===== config.mk =====
export PLATFORM = sky130hd
export DESIGN_NAME = lv_detect_ctrl
export DESIGN_NICKNAME = d
export VERILOG_FILES = /design/src/hw/lv_pkg.sv /design/src/hw/lv_sync2.sv /design/src/hw/lv_level_decode.sv /design/src/hw/lv_detect_ctrl.sv
export SDC_FILE = /design/constraint.sdc
export NUM_CORES = 1
export LEC_CHECK = 0
export BUFFER_PORTS_ARGS = -buffer_cell sky130_fd_sc_hd__buf_4
export CORE_AREA = 2 2 71 56
export CTS_CLUSTER_SIZE = 40
export DETAILED_ROUTE_END_ITERATION = 6
export DIE_AREA = 0 0 73 58
export GPL_TIMING_DRIVEN = 0
export PLACE_DENSITY = 0.87
export SLEW_MARGIN = 20
export SYNTH_ARGS = -nofsm -noshare
export SYNTH_HDL_FRONTEND = slang
export SYNTH_SLANG_ARGS = --single-unit

===== constraint.sdc =====
create_clock -name i_clk -period 2.95 [get_ports i_clk]
set_input_delay 0.59 -clock i_clk [delete_from_list [all_inputs] [get_ports i_clk]]
set_output_delay 0.59 -clock i_clk [all_outputs]
set_load 0.005 [all_outputs]

===== src/hw/lv_pkg.sv =====
package lv_pkg;
   // register indices; byte address is four times the index
   localparam logic [15:0] IDX_CTRL = 16'hff50;
   localparam logic [15:0] IDX_LEVEL = 16'hff51;
   localparam logic [15:0] IDX_STATUS = 16'hff52;
   localparam logic [15:0] IDX_CLEAR = 16'hff53;
   localparam logic [15:0] IDX_ENABLE = 16'hff54;
   localparam logic [15:0] IDX_CAUSE = 16'hff55;
   localparam int IDX_W = 16;
   localparam int ADDR_LSB = 2;

   // detect_control_reg fields
   localparam int CTRL_EN_BIT = 7;
   localparam int CTRL_MODE_BIT = 1;
   localparam int CTRL_FLAG_BIT = 0;
   localparam logic [7:0] CTRL_RST = 8'h00;

   // level_select_reg
   localparam int LEVEL_W = 4;
   localparam logic [LEVEL_W-1:0] LEVEL_RST = 4'h0;
   localparam int LEVEL_COUNT = 10;

   // event bits, shared by status, clear and enable registers
   localparam int EV_W = 2;
   localparam int EV_RESET_BIT = 0;
   localparam int EV_LVI_BIT = 1;
   localparam logic [EV_W-1:0] EV_RST = 2'h0;

   // reset_cause_flags
   localparam int CAUSE_LV_BIT = 0;

   // software settling wait after enabling the comparator
   localparam int SETTLE_MIN_NS = 200000;
   localparam int CLK_PERIOD_NS = 40;
   localparam int SETTLE_CYCLES = (SETTLE_MIN_NS + CLK_PERIOD_NS - 1) / CLK_PERIOD_NS;

   typedef struct packed {
      logic enable;
      logic mode;
   } ctrl_reg_t;

   typedef struct packed {
      logic comp_en;
      logic [LEVEL_W-1:0] level_code;
   } analog_ctrl_t;
endpackage : lv_pkg


===== src/hw/lv_sync2.sv =====
`timescale 1ns/1ps
`default_nettype none
module lv_sync2 (
   input wire logic i_clk,
   input wire logic i_clear,
   input wire logic i_d,
   output logic o_q
);
   logic meta_ff;
   logic sync_ff;

   // the first stage feeds only the second
   always_ff @(posedge i_clk) begin
      if (i_clear) begin
         meta_ff <= 1'b0;
         sync_ff <= 1'b0;
      end else begin
         meta_ff <= i_d;
         sync_ff <= meta_ff;
      end
   end

   assign o_q = sync_ff;
endmodule : lv_sync2
`default_nettype wire


===== src/hw/lv_level_decode.sv =====
`timescale 1ns/1ps
`default_nettype none
module lv_level_decode #(
   parameter int LEVELS = lv_pkg::LEVEL_COUNT
) (
   input wire logic [lv_pkg::LEVEL_W-1:0] i_code,
   output logic o_valid
);
   import lv_pkg::*;

   generate
      if (LEVELS < 1 || LEVELS > (1 << LEVEL_W)) begin : g_bad
         $error("level count out of range");
      end
   endgenerate

   localparam logic [LEVEL_W:0] LIMIT = (LEVEL_W + 1)'(LEVELS);

   // codes beyond the table are prohibited and never arm the comparator
   assign o_valid = ({1'b0, i_code} < LIMIT);
endmodule : lv_level_decode
`default_nettype wire


===== src/hw/lv_detect_ctrl.sv =====
// Design decisions made here: the address map and register access over APB.
`timescale 1ns/1ps
`default_nettype none
module lv_detect_ctrl #(
   parameter int PADDR_W = 32,
   parameter int LEVELS = lv_pkg::LEVEL_COUNT
) (
   input wire logic i_clk,
   input wire logic i_reset,
   input wire logic i_psel,
   input wire logic i_penable,
   input wire logic i_pwrite,
   input wire logic [PADDR_W-1:0] i_paddr,
   input wire logic [31:0] i_pwdata,
   output logic [31:0] o_prdata,
   output logic o_pready,
   output logic o_pslverr,
   input wire logic i_below_threshold,
   output lv_pkg::analog_ctrl_t o_analog,
   output logic o_lv_reset,
   output logic o_lv_int_req,
   output logic o_irq
);
   import lv_pkg::*;

   generate
      if (PADDR_W < IDX_W + ADDR_LSB) begin : g_bad_addr
         $error("address bus too narrow for register map");
      end
      if (LEVELS < 1 || LEVELS > (1 << LEVEL_W)) begin : g_bad_levels
         $error("level count does not fit the level code");
      end
      if (EV_RESET_BIT >= EV_W || EV_LVI_BIT >= EV_W) begin : g_bad_events
         $error("event bit outside the status register");
      end
   endgenerate

   ctrl_reg_t ctrl_ff;
   logic [LEVEL_W-1:0] level_code_ff;
   logic low_voltage_flag_ff;
   logic lv_reset_ff;
   logic lv_reset_seen_ff;
   logic lv_int_req_ff;
   logic [EV_W-1:0] status_ff;
   logic [EV_W-1:0] nxt_status;
   logic [EV_W-1:0] irq_enable_ff;
   logic lv_cause_ff;
   logic irq_ff;
   analog_ctrl_t analog_ff;
   logic pready_ff;
   logic pslverr_ff;
   logic [31:0] prdata_ff;
   logic [31:0] nxt_prdata;
   logic nxt_slverr;

   logic own_reset;
   logic hard_reset;
   logic below_sync;
   logic level_valid;
   logic armed;
   logic lv_int_mask;
   logic access;
   logic done;
   logic wr_done;
   logic rd_done;
   logic addr_ok;
   logic [IDX_W-1:0] word_idx;
   logic hit_ctrl;
   logic hit_level;
   logic hit_status;
   logic hit_clear;
   logic hit_enable;
   logic hit_cause;
   logic [EV_W-1:0] ev_set;
   logic [EV_W-1:0] ev_clr;
   logic [EV_W-1:0] ev_pending;
   logic nxt_irq;
   logic wr_ctrl;
   logic wr_level;
   logic wr_clear;
   logic wr_enable;
   logic rd_cause;

   // a reset that this block raised must not wipe the block's control and level setup; the interrupt enables still clear
   assign own_reset = i_reset & (lv_reset_ff | lv_reset_seen_ff);
   assign hard_reset = i_reset & ~own_reset;

   lv_sync2 u_sync (
      .i_clk(i_clk),
      .i_clear(hard_reset),
      .i_d(i_below_threshold),
      .o_q(below_sync)
   );

   lv_level_decode #(
      .LEVELS(LEVELS)
   ) u_decode (
      .i_code(level_code_ff),
      .o_valid(level_valid)
   );

   assign armed = ctrl_ff.enable & level_valid;
   assign lv_int_mask = ~irq_enable_ff[EV_LVI_BIT];

   // APB decode: one wait state, answer registered
   assign access = i_psel & i_penable;
   assign done = access & pready_ff;
   assign wr_done = done & i_pwrite;
   assign rd_done = done & ~i_pwrite;
   assign word_idx = i_paddr[ADDR_LSB +: IDX_W];
   assign addr_ok = (i_paddr[ADDR_LSB-1:0] == '0) && ((i_paddr >> (IDX_W + ADDR_LSB)) == '0);
   assign hit_ctrl = addr_ok && (word_idx == IDX_CTRL);
   assign hit_level = addr_ok && (word_idx == IDX_LEVEL);
   assign hit_status = addr_ok && (word_idx == IDX_STATUS);
   assign hit_clear = addr_ok && (word_idx == IDX_CLEAR);
   assign hit_enable = addr_ok && (word_idx == IDX_ENABLE);
   assign hit_cause = addr_ok && (word_idx == IDX_CAUSE);

   // one strobe per writable register plus the cause read, live only at the completing edge of a transfer
   // writes to read-only words are accepted and dropped
   assign wr_ctrl = wr_done & hit_ctrl;
   assign wr_level = wr_done & hit_level;
   assign wr_clear = wr_done & hit_clear;
   assign wr_enable = wr_done & hit_enable;
   assign rd_cause = rd_done & hit_cause;

   always_comb begin
      nxt_prdata = 32'h0000_0000;
      nxt_slverr = 1'b0;
      if (hit_ctrl) begin
         nxt_prdata[CTRL_EN_BIT] = ctrl_ff.enable;
         nxt_prdata[CTRL_MODE_BIT] = ctrl_ff.mode;
         nxt_prdata[CTRL_FLAG_BIT] = low_voltage_flag_ff;
      end else if (hit_level) begin
         nxt_prdata[LEVEL_W-1:0] = level_code_ff;
      end else if (hit_status) begin
         nxt_prdata[EV_W-1:0] = status_ff;
      end else if (hit_enable) begin
         nxt_prdata[EV_W-1:0] = irq_enable_ff;
      end else if (hit_cause) begin
         nxt_prdata[CAUSE_LV_BIT] = lv_cause_ff;
      end else if (!hit_clear) begin
         nxt_slverr = 1'b1;
      end
   end

   always_ff @(posedge i_clk) begin
      if (i_reset) begin
         pready_ff <= 1'b0;
         pslverr_ff <= 1'b0;
         prdata_ff <= 32'h0000_0000;
      end else begin
         pready_ff <= access & ~pready_ff;
         if (access && !pready_ff) begin
            pslverr_ff <= nxt_slverr;
            prdata_ff <= i_pwrite ? 32'h0000_0000 : nxt_prdata;
         end else begin
            pslverr_ff <= 1'b0;
            prdata_ff <= 32'h0000_0000;
         end
      end
   end

   // control register: bit 0 is read-only, 6..2 are ignored
   always_ff @(posedge i_clk) begin
      if (hard_reset) begin
         ctrl_ff.enable <= CTRL_RST[CTRL_EN_BIT];
         ctrl_ff.mode <= CTRL_RST[CTRL_MODE_BIT];
      end else if (!i_reset && wr_ctrl) begin
         ctrl_ff.enable <= i_pwdata[CTRL_EN_BIT];
         ctrl_ff.mode <= i_pwdata[CTRL_MODE_BIT];
      end
   end

   // a prohibited code stored while running simply disarms the comparator
   always_ff @(posedge i_clk) begin
      if (hard_reset) begin
         level_code_ff <= LEVEL_RST;
      end else if (!i_reset && wr_level) begin
         level_code_ff <= i_pwdata[LEVEL_W-1:0];
      end
   end

   // flag follows the comparator whatever the mode
   always_ff @(posedge i_clk) begin
      if (hard_reset) begin
         low_voltage_flag_ff <= 1'b0;
      end else begin
         low_voltage_flag_ff <= armed & below_sync;
      end
   end

   // reset output tracks the supply level; drops once supply recovers
   always_ff @(posedge i_clk) begin
      if (hard_reset) begin
         lv_reset_ff <= 1'b0;
      end else begin
         lv_reset_ff <= armed & ctrl_ff.mode & below_sync;
      end
   end

   // the system may stretch its reset past ours; remember who started it
   // without this a stretched reset would look external and wipe the setup
   always_ff @(posedge i_clk) begin
      if (!i_reset) begin
         lv_reset_seen_ff <= 1'b0;
      end else if (lv_reset_ff) begin
         lv_reset_seen_ff <= 1'b1;
      end
   end

   always_ff @(posedge i_clk) begin
      if (hard_reset) begin
         lv_int_req_ff <= 1'b0;
      end else begin
         lv_int_req_ff <= armed & ~ctrl_ff.mode & below_sync;
      end
   end

   // sticky events; set beats a same-cycle clear
   assign ev_set[EV_RESET_BIT] = lv_reset_ff;
   assign ev_set[EV_LVI_BIT] = lv_int_req_ff;
   assign ev_clr = wr_clear ? i_pwdata[EV_W-1:0] : '0;

   generate
      for (genvar i = 0; i < EV_W; i++) begin : g_event
         assign nxt_status[i] = ev_set[i] | (status_ff[i] & ~ev_clr[i]);
      end
   endgenerate

   always_ff @(posedge i_clk) begin
      if (hard_reset) begin
         status_ff <= EV_RST;
      end else begin
         status_ff <= nxt_status;
      end
   end

   // every reset masks the detector interrupt
   always_ff @(posedge i_clk) begin
      if (i_reset) begin
         irq_enable_ff <= EV_RST;
      end else if (wr_enable) begin
         irq_enable_ff <= i_pwdata[EV_W-1:0];
      end
   end

   // the detector request leaves only while its mask is clear, so enabling
   // the comparator unmasked can raise it at once; the reset event has its own enable
   assign ev_pending[EV_RESET_BIT] = status_ff[EV_RESET_BIT] & irq_enable_ff[EV_RESET_BIT];
   assign ev_pending[EV_LVI_BIT] = status_ff[EV_LVI_BIT] & ~lv_int_mask;
   assign nxt_irq = |ev_pending;

   always_ff @(posedge i_clk) begin
      if (i_reset) begin
         irq_ff <= 1'b0;
      end else begin
         irq_ff <= nxt_irq;
      end
   end

   // cause bit survives our own reset, cleared by reading it
   always_ff @(posedge i_clk) begin
      if (hard_reset) begin
         lv_cause_ff <= 1'b0;
      end else if (lv_reset_ff) begin
         lv_cause_ff <= 1'b1;
      end else if (rd_cause) begin
         lv_cause_ff <= 1'b0;
      end
   end

   always_ff @(posedge i_clk) begin
      if (hard_reset) begin
         analog_ff <= '0;
      end else begin
         analog_ff.comp_en <= armed;
         analog_ff.level_code <= level_code_ff;
      end
   end

   assign o_prdata = prdata_ff;
   assign o_pready = pready_ff;
   assign o_pslverr = pslverr_ff;
   assign o_analog = analog_ff;
   assign o_lv_reset = lv_reset_ff;
   assign o_lv_int_req = lv_int_req_ff;
   assign o_irq = irq_ff;
endmodule : lv_detect_ctrl
`default_nettype wire


==> flow_summary.toml, run 1 <==
[outcome]
status = "finished clean"

[cells_and_area]
area_growth_pct = 44.4
ff_latch_area_um2 = 601
final_common_cell = "buf_4"
final_cell_mix = "buf_4, dfxtp_1, conb_1"
final_nets = 325
drive_above_1_share = 0.383
fin_area_um2 = 2140
fillers = 311
multi_input_area_um2 = 722
antenna_cells = 0
fin_util = 0.605

[sta]
skew_ns = 0.00932
rsz0062_at_grt = "false"
maxSlewViolCount = 0
max_slew.worst_pin.slew_ns = 0.650
setup_violations = 0
fmax_ghz = 0.472
slew_headroom = 0.563
post-route-period-util = 0.719
hold_viol_final = 0
fin_crit_ns = 2.12
tns_ns = 0

[place]
place_congestion = 0.859
io_buffers = 55
placed_area_um2 = 2050
place_hpwl_mm = 2.72

[critical_path]
slowest_stage = "or4_4"
start_kind = "input pin"
worstPathRequired_ns = 3.12
critPathLaunch = "i_paddr[18]"
criticalPathCategory = "input pin to flop"
endpoint = "o_prdata[1]"
path_max_fanout = 7
r2r_start = "o_pready"
critical_path.cell_chain = "buf_4 -> nor4_1 -> nand3_1 -> or4_4 -> a2111oi_2"
r2r-end = "o_prdata[1]"
r2r_slack_ns = 1.27
r2r_cells = 3
crit_path_end_kind = "flop"
critical_path_arrival_ns = 2.29
critPathMaxStageDelay_ns = 0.59

[floorplanning]
die_h_um = 58
io_pins = 112
die_w_um = 73
coreArea_um2 = 3540
initial_core_util = 0.419
dieArea_um2 = 4230
rows = 19

[clock_tree]
clk_latency_ns = 0.29
post_cts_buffers = 0
cts_root_buf = "clkbuf_8"
cts.sinks = 30
cts_buffer_depth = 2
cts_resized = 0
ctsHoldBuffers = 0
numCtsBuffers = 5
cts-htree-levels = 2
cts_tree = "yes"
path_clk_slew_ns = 0.06

[grt]
grt_pass1_vias = 1221
overflow = 0
grt_max_degree = 11
grtUsageTotal = 0.167
antenna_found_initial = 0
grt_pass1_wl_mm = 5.32

[flow_run]
cap_violations = 0

[pwr]
power.leakage_uw = 0.00102
powerDensity_nw_per_um2 = 405
peakVddDrop_mv = 0.256

[synth]
synth_edf_count = 0
synth.avg_cell_area_um2 = 8.89
synth-seq-cells = 30
syn_area_um2 = 1480
netlist_instances = 167
ys.warnings.count = 0
async_flop_share = 0
yosysUniqueCellTypes = 35
synth_ff_type = "dfxtp_1"
synth-seq-area-share = 0.405

[drt]
wl_per_cell_um = 11.6
drc = 0
drt_wl_total_mm = 3.44
num_vias = 1400
drt-pass1-iter-count = 4
drt-initial-drc-count = 64
ant_nets = 0
routed_via_density = 4.70

[worst_hold_path]
min_path_type = "flop to flop"
where the power goes:
group	internal (µW)	total [µW]	switching, µW
Combinational	68.9	116	46.8
Sequential	407	408	0.691
Clock	187	344	157
how the worst min path moves through the flow:
stage	start	endpoint	slack, ns	cells past startpoint
finish	u_sync.meta_ff	u_sync.o_q	0.43	1
CTS	u_sync.meta_ff	u_sync.o_q	0.43	1
detailed placement	u_sync.meta_ff	u_sync.o_q	0.41	1
global placement	u_sync.meta_ff	u_sync.o_q	0.41	1
floorplan	u_sync.meta_ff	u_sync.o_q	0.41	1
global route	u_sync.meta_ff	u_sync.o_q	0.46	1
flip-flops by register name, indices dropped and copies added, names as in the netlist, 2 cells and up:
register       count
o_prdata           5
o_analog           5
irq_enable_ff      2
status_ff          2
ctrl_ff            2
level_code_ff      4
per-stage QoR:
| step | setup slack [ns] | std cells | hold WS (ns) | total power, µW |
|---|---|---|---|---|
| 2_1_floorplan | 0.878 | 193 | 0.406 | 475 |
| 3_3_place_gp | 0.575 | 290 | 0.409 | 529 |
| 3_5_place_dp | 0.531 | 290 | 0.411 | 531 |
| 4_1_cts | 0.826 | 298 | 0.429 | 872 |
| 5_1_grt | 0.753 | 298 | 0.455 | 903 |
| 6_report | 0.830 | 298 | 0.431 | 868 |
Yosys cell counts (3+ instances only):
cell / number / area (µm²)
o21ai_0: 3 / 15.0
nor2_1: 9 / 33.8
nor3_1: 3 / 15.0
inv_1: 11 / 41.3
and3_1: 3 / 18.8
nand3_1: 4 / 20.0
nor4_1: 5 / 31.3
mux2i_1: 6 / 60.1
dfxtp_1: 30 / 601
a21oi_1: 7 / 35.0
nand2_1: 17 / 63.8
clkbuf_1: 4 / 15.0
nand4_1: 6 / 37.5
nor2b_1: 3 / 18.8
nand2b_1: 3 / 18.8
buf_4: 27 / 203
critical path, delay by kind of cell:
| kind | cells | cell delay, ns |
|---|---|---|
| compound gates | 1 | 0.38 |
| simple gates | 3 | 1.22 |
| buf+inv | 1 | 0.10 |
layer usage:
| layer | share of wire | GRT usage | wire (µm) |
|---|---|---|---|
| met5 | 0 | 0 | 0 |
| met4 | 0.019 | 0.0794 | 64 |
| met1 | 0.43 | 0.206 | 1470 |
| met3 | 0.091 | 0.0539 | 314 |
| met2 | 0.46 | 0.266 | 1590 |
area by class of cell:
type	instances	area share
clock inverters	2	0.00584
flip-flops and latches	30	0.280
well taps	42	0.0245
repair buffers	55	0.193
inverters	11	0.0193
multi-input cells	121	0.337
plain buffers	31	0.102
clock buffers	6	0.0386
kinds of logic (layout without fill, tap and decap cells):
family                 after synthesis  count (layout)  share of synthesized area
muxes                                6               6                     0.0405
AOI/OAI and AO/OA                   19              19                     0.0826
DFF                                 30              30                      0.405
and+or+nand+nor                     69              69                      0.295
buffers and inverters               42             105                      0.175
other                                1              27                    0.00253
(Power assumes the default switching activity.)
==> inputs of run 2 (changes only) <==
--- a/config.mk
+++ b/config.mk
@@ -6,12 +6,12 @@
 export NUM_CORES = 1
 export LEC_CHECK = 0
 export BUFFER_PORTS_ARGS = -buffer_cell sky130_fd_sc_hd__buf_4
-export CORE_AREA = 2 2 71 56
+export CORE_AREA = 2 2 74 58
 export CTS_CLUSTER_SIZE = 40
 export DETAILED_ROUTE_END_ITERATION = 6
-export DIE_AREA = 0 0 73 58
+export DIE_AREA = 0 0 76 60
 export GPL_TIMING_DRIVEN = 0
-export PLACE_DENSITY = 0.87
+export PLACE_DENSITY = 0.81
 export SLEW_MARGIN = 20
 export SYNTH_ARGS = -nofsm -noshare
 export SYNTH_HDL_FRONTEND = slang
==> constraint.sdc (replaced) <==
create_clock -name i_clk -period 2.2 [get_ports i_clk]
set_input_delay 0.44 -clock i_clk [delete_from_list [all_inputs] [get_ports i_clk]]
set_output_delay 0.44 -clock i_clk [all_outputs]
set_load 0.005 [all_outputs]
==> run 2 against run 1 <==
Compared with the run above:
- flip-flop and latch count is the same
- combinational power grew 34%
- clock power grew 56%
- highest routed layer unchanged
- critical path type unchanged
- wire length grew 2.5%
- utilization shrank 4.5 points
- first-iteration DRC count grew 50%
- critical path depth is the same
- die area grew 7.7%
- largest power group unchanged
- final cell count grew 4.4%
==> flow_summary.toml, run 2 (synthesis results as in run 1) <==
[floorplanning]
initial_core_util = 0.383
die_w_um = 76
rows = 20
die_h_um = 60
coreArea_um2 = 3880
io_pins = 112
dieArea_um2 = 4560

[cells_and_area]
stdcell_count = 311
final_nets = 325
fin_util = 0.560
final_common_cell = "buf_4"
antenna_cells = 0
final_cell_mix = "buf_4, dfxtp_1, conb_1"
area_growth_pct = 46.4
drive_above_1_share = 0.383
fillers = 376

[clock_tree]
clk_latency_ns = 0.28
ctsHoldBuffers = 0
cts_tree = "yes"
numCtsBuffers = 5
cts-htree-levels = 2
path_clk_slew_ns = 0.06
cts.sinks = 30
cts_resized = 0
post_cts_buffers = 0
cts_buffer_depth = 2
cts_root_buf = "clkbuf_8"

[pwr]
seqPwrFrac = 0.442
intPower_uw = 971
power_switching_uw = 267
power.leakage_uw = 0.00103
powerDensity_nw_per_um2 = 570
peakVddDrop_mv = 0.493
sw_frac_of_total = 0.215
power_frac_clock = 0.432
pwr-share-comb = 0.125
total_power_uw = 1240

[place]
io_buffers = 55
place_inst = 303
place_hpwl_mm = 2.77
place_congestion = 0.829

[drt]
ant_nets = 0
drt-pass1-iter-count = 4
routed_via_density = 4.37
num_vias = 1358
drt_wl_total_mm = 3.53
wl_per_cell_um = 11.3
drc = 0
drt-initial-drc-count = 96

[sta]
fmax_ghz = 0.506
fin_crit_ns = 1.98
maxSlewViolCount = 0
rsz0062_at_grt = "false"
setup_violations = 0
skew_ns = 0.00273
slew_headroom = 0.566
max_slew.worst_pin.slew_ns = 0.646
post-route-period-util = 0.899
whs_ns = 0.358
hold_viol_final = 0

[critical_path]
slowest_stage = "or4_4"
critical_path_arrival_ns = 2.15
path_max_fanout = 7
r2r_slack_ns = 0.49
worstPathRequired_ns = 2.37
r2r_cells = 4
r2r_start = "o_pready"
crit_path_end_kind = "flop"
start_kind = "input pin"
critPathLaunch = "i_paddr[18]"
r2r-end = "level_code_ff[0]"
critPathMaxStageDelay_ns = 0.60
criticalPathCategory = "input pin to flop"
endpoint = "o_prdata[1]"
critical_path.cell_chain = "buf_4 -> nor4_1 -> nand3_1 -> or4_4 -> a2111oi_2"

[flow_run]
cap_violations = 0

[grt]
grt_pass1_vias = 1231
grtUsageTotal = 0.158
antenna_found_initial = 0
grt_pass1_wl_mm = 5.55
grt_max_degree = 11
overflow = 0

[worst_hold_path]
min_path_type = "input pin to flop"
worstHoldStart = "i_below_threshold"

[outcome]
status = "finished clean"
[run 2: final cells by class]
cell class	instances	area, µm²	area share
Multi-Input combinational cell	121	722	0.332
Sequential cell	30	601	0.276
Timing Repair Buffer	55	413	0.190
Buffer	31	218	0.100
Clock buffer	5	68.8	0.0317
Tap cell	55	68.8	0.0317
Inverter	11	41.3	0.0190
Clock inverter	3	40.0	0.0184
[run 2: critical path, delay by kind of cell]
family                 cells  cell delay [ns]
and+or+nand+nor            3             1.24
AOI/OAI and AO/OA          1             0.37
buffers and inverters      1             0.11
[run 2: worst min path at each step]
stage                      to  slack [ns]  cells past startpoint
2_1_floorplan      u_sync.o_q        0.41                      1
3_3_place_gp       u_sync.o_q        0.41                      1
3_5_place_dp       u_sync.o_q        0.42                      1
4_1_cts        u_sync.meta_ff        0.35                      2
5_1_grt        u_sync.meta_ff        0.37                      2
6_report       u_sync.meta_ff        0.36                      2
[run 2: power by group through the flow]
stage	Combinational, µW	Clock, µW	Sequential [µW]
floorplan	77.5	0	559
global placement	151	0	559
detailed placement	153	0	559
CTS	153	549	547
global route	170	570	547
finish	155	535	548
[run 2: stage by stage]
stage / instance area, µm² / setup TNS, ns / setup slack [ns]
final: 2170 / 0 / 0.223
after global routing: 2170 / 0 / 0.0827
after CTS: 2170 / 0 / 0.238
after detailed placement: 2060 / -0.0539 / -0.0539
after global placement: 2060 / -0.0517 / -0.0517
after floorplan: 1580 / 0 / 0.278
[run 2: routing by layer]
metal / vias up / part of all wire / track usage
met3: 2 / 0.11 / 0.0770
li1: 701 / - / -
met2: 70 / 0.45 / 0.247
met5: - / 0 / 0
met4: 0 / 0.0051 / 0.0442
met1: 585 / 0.43 / 0.195
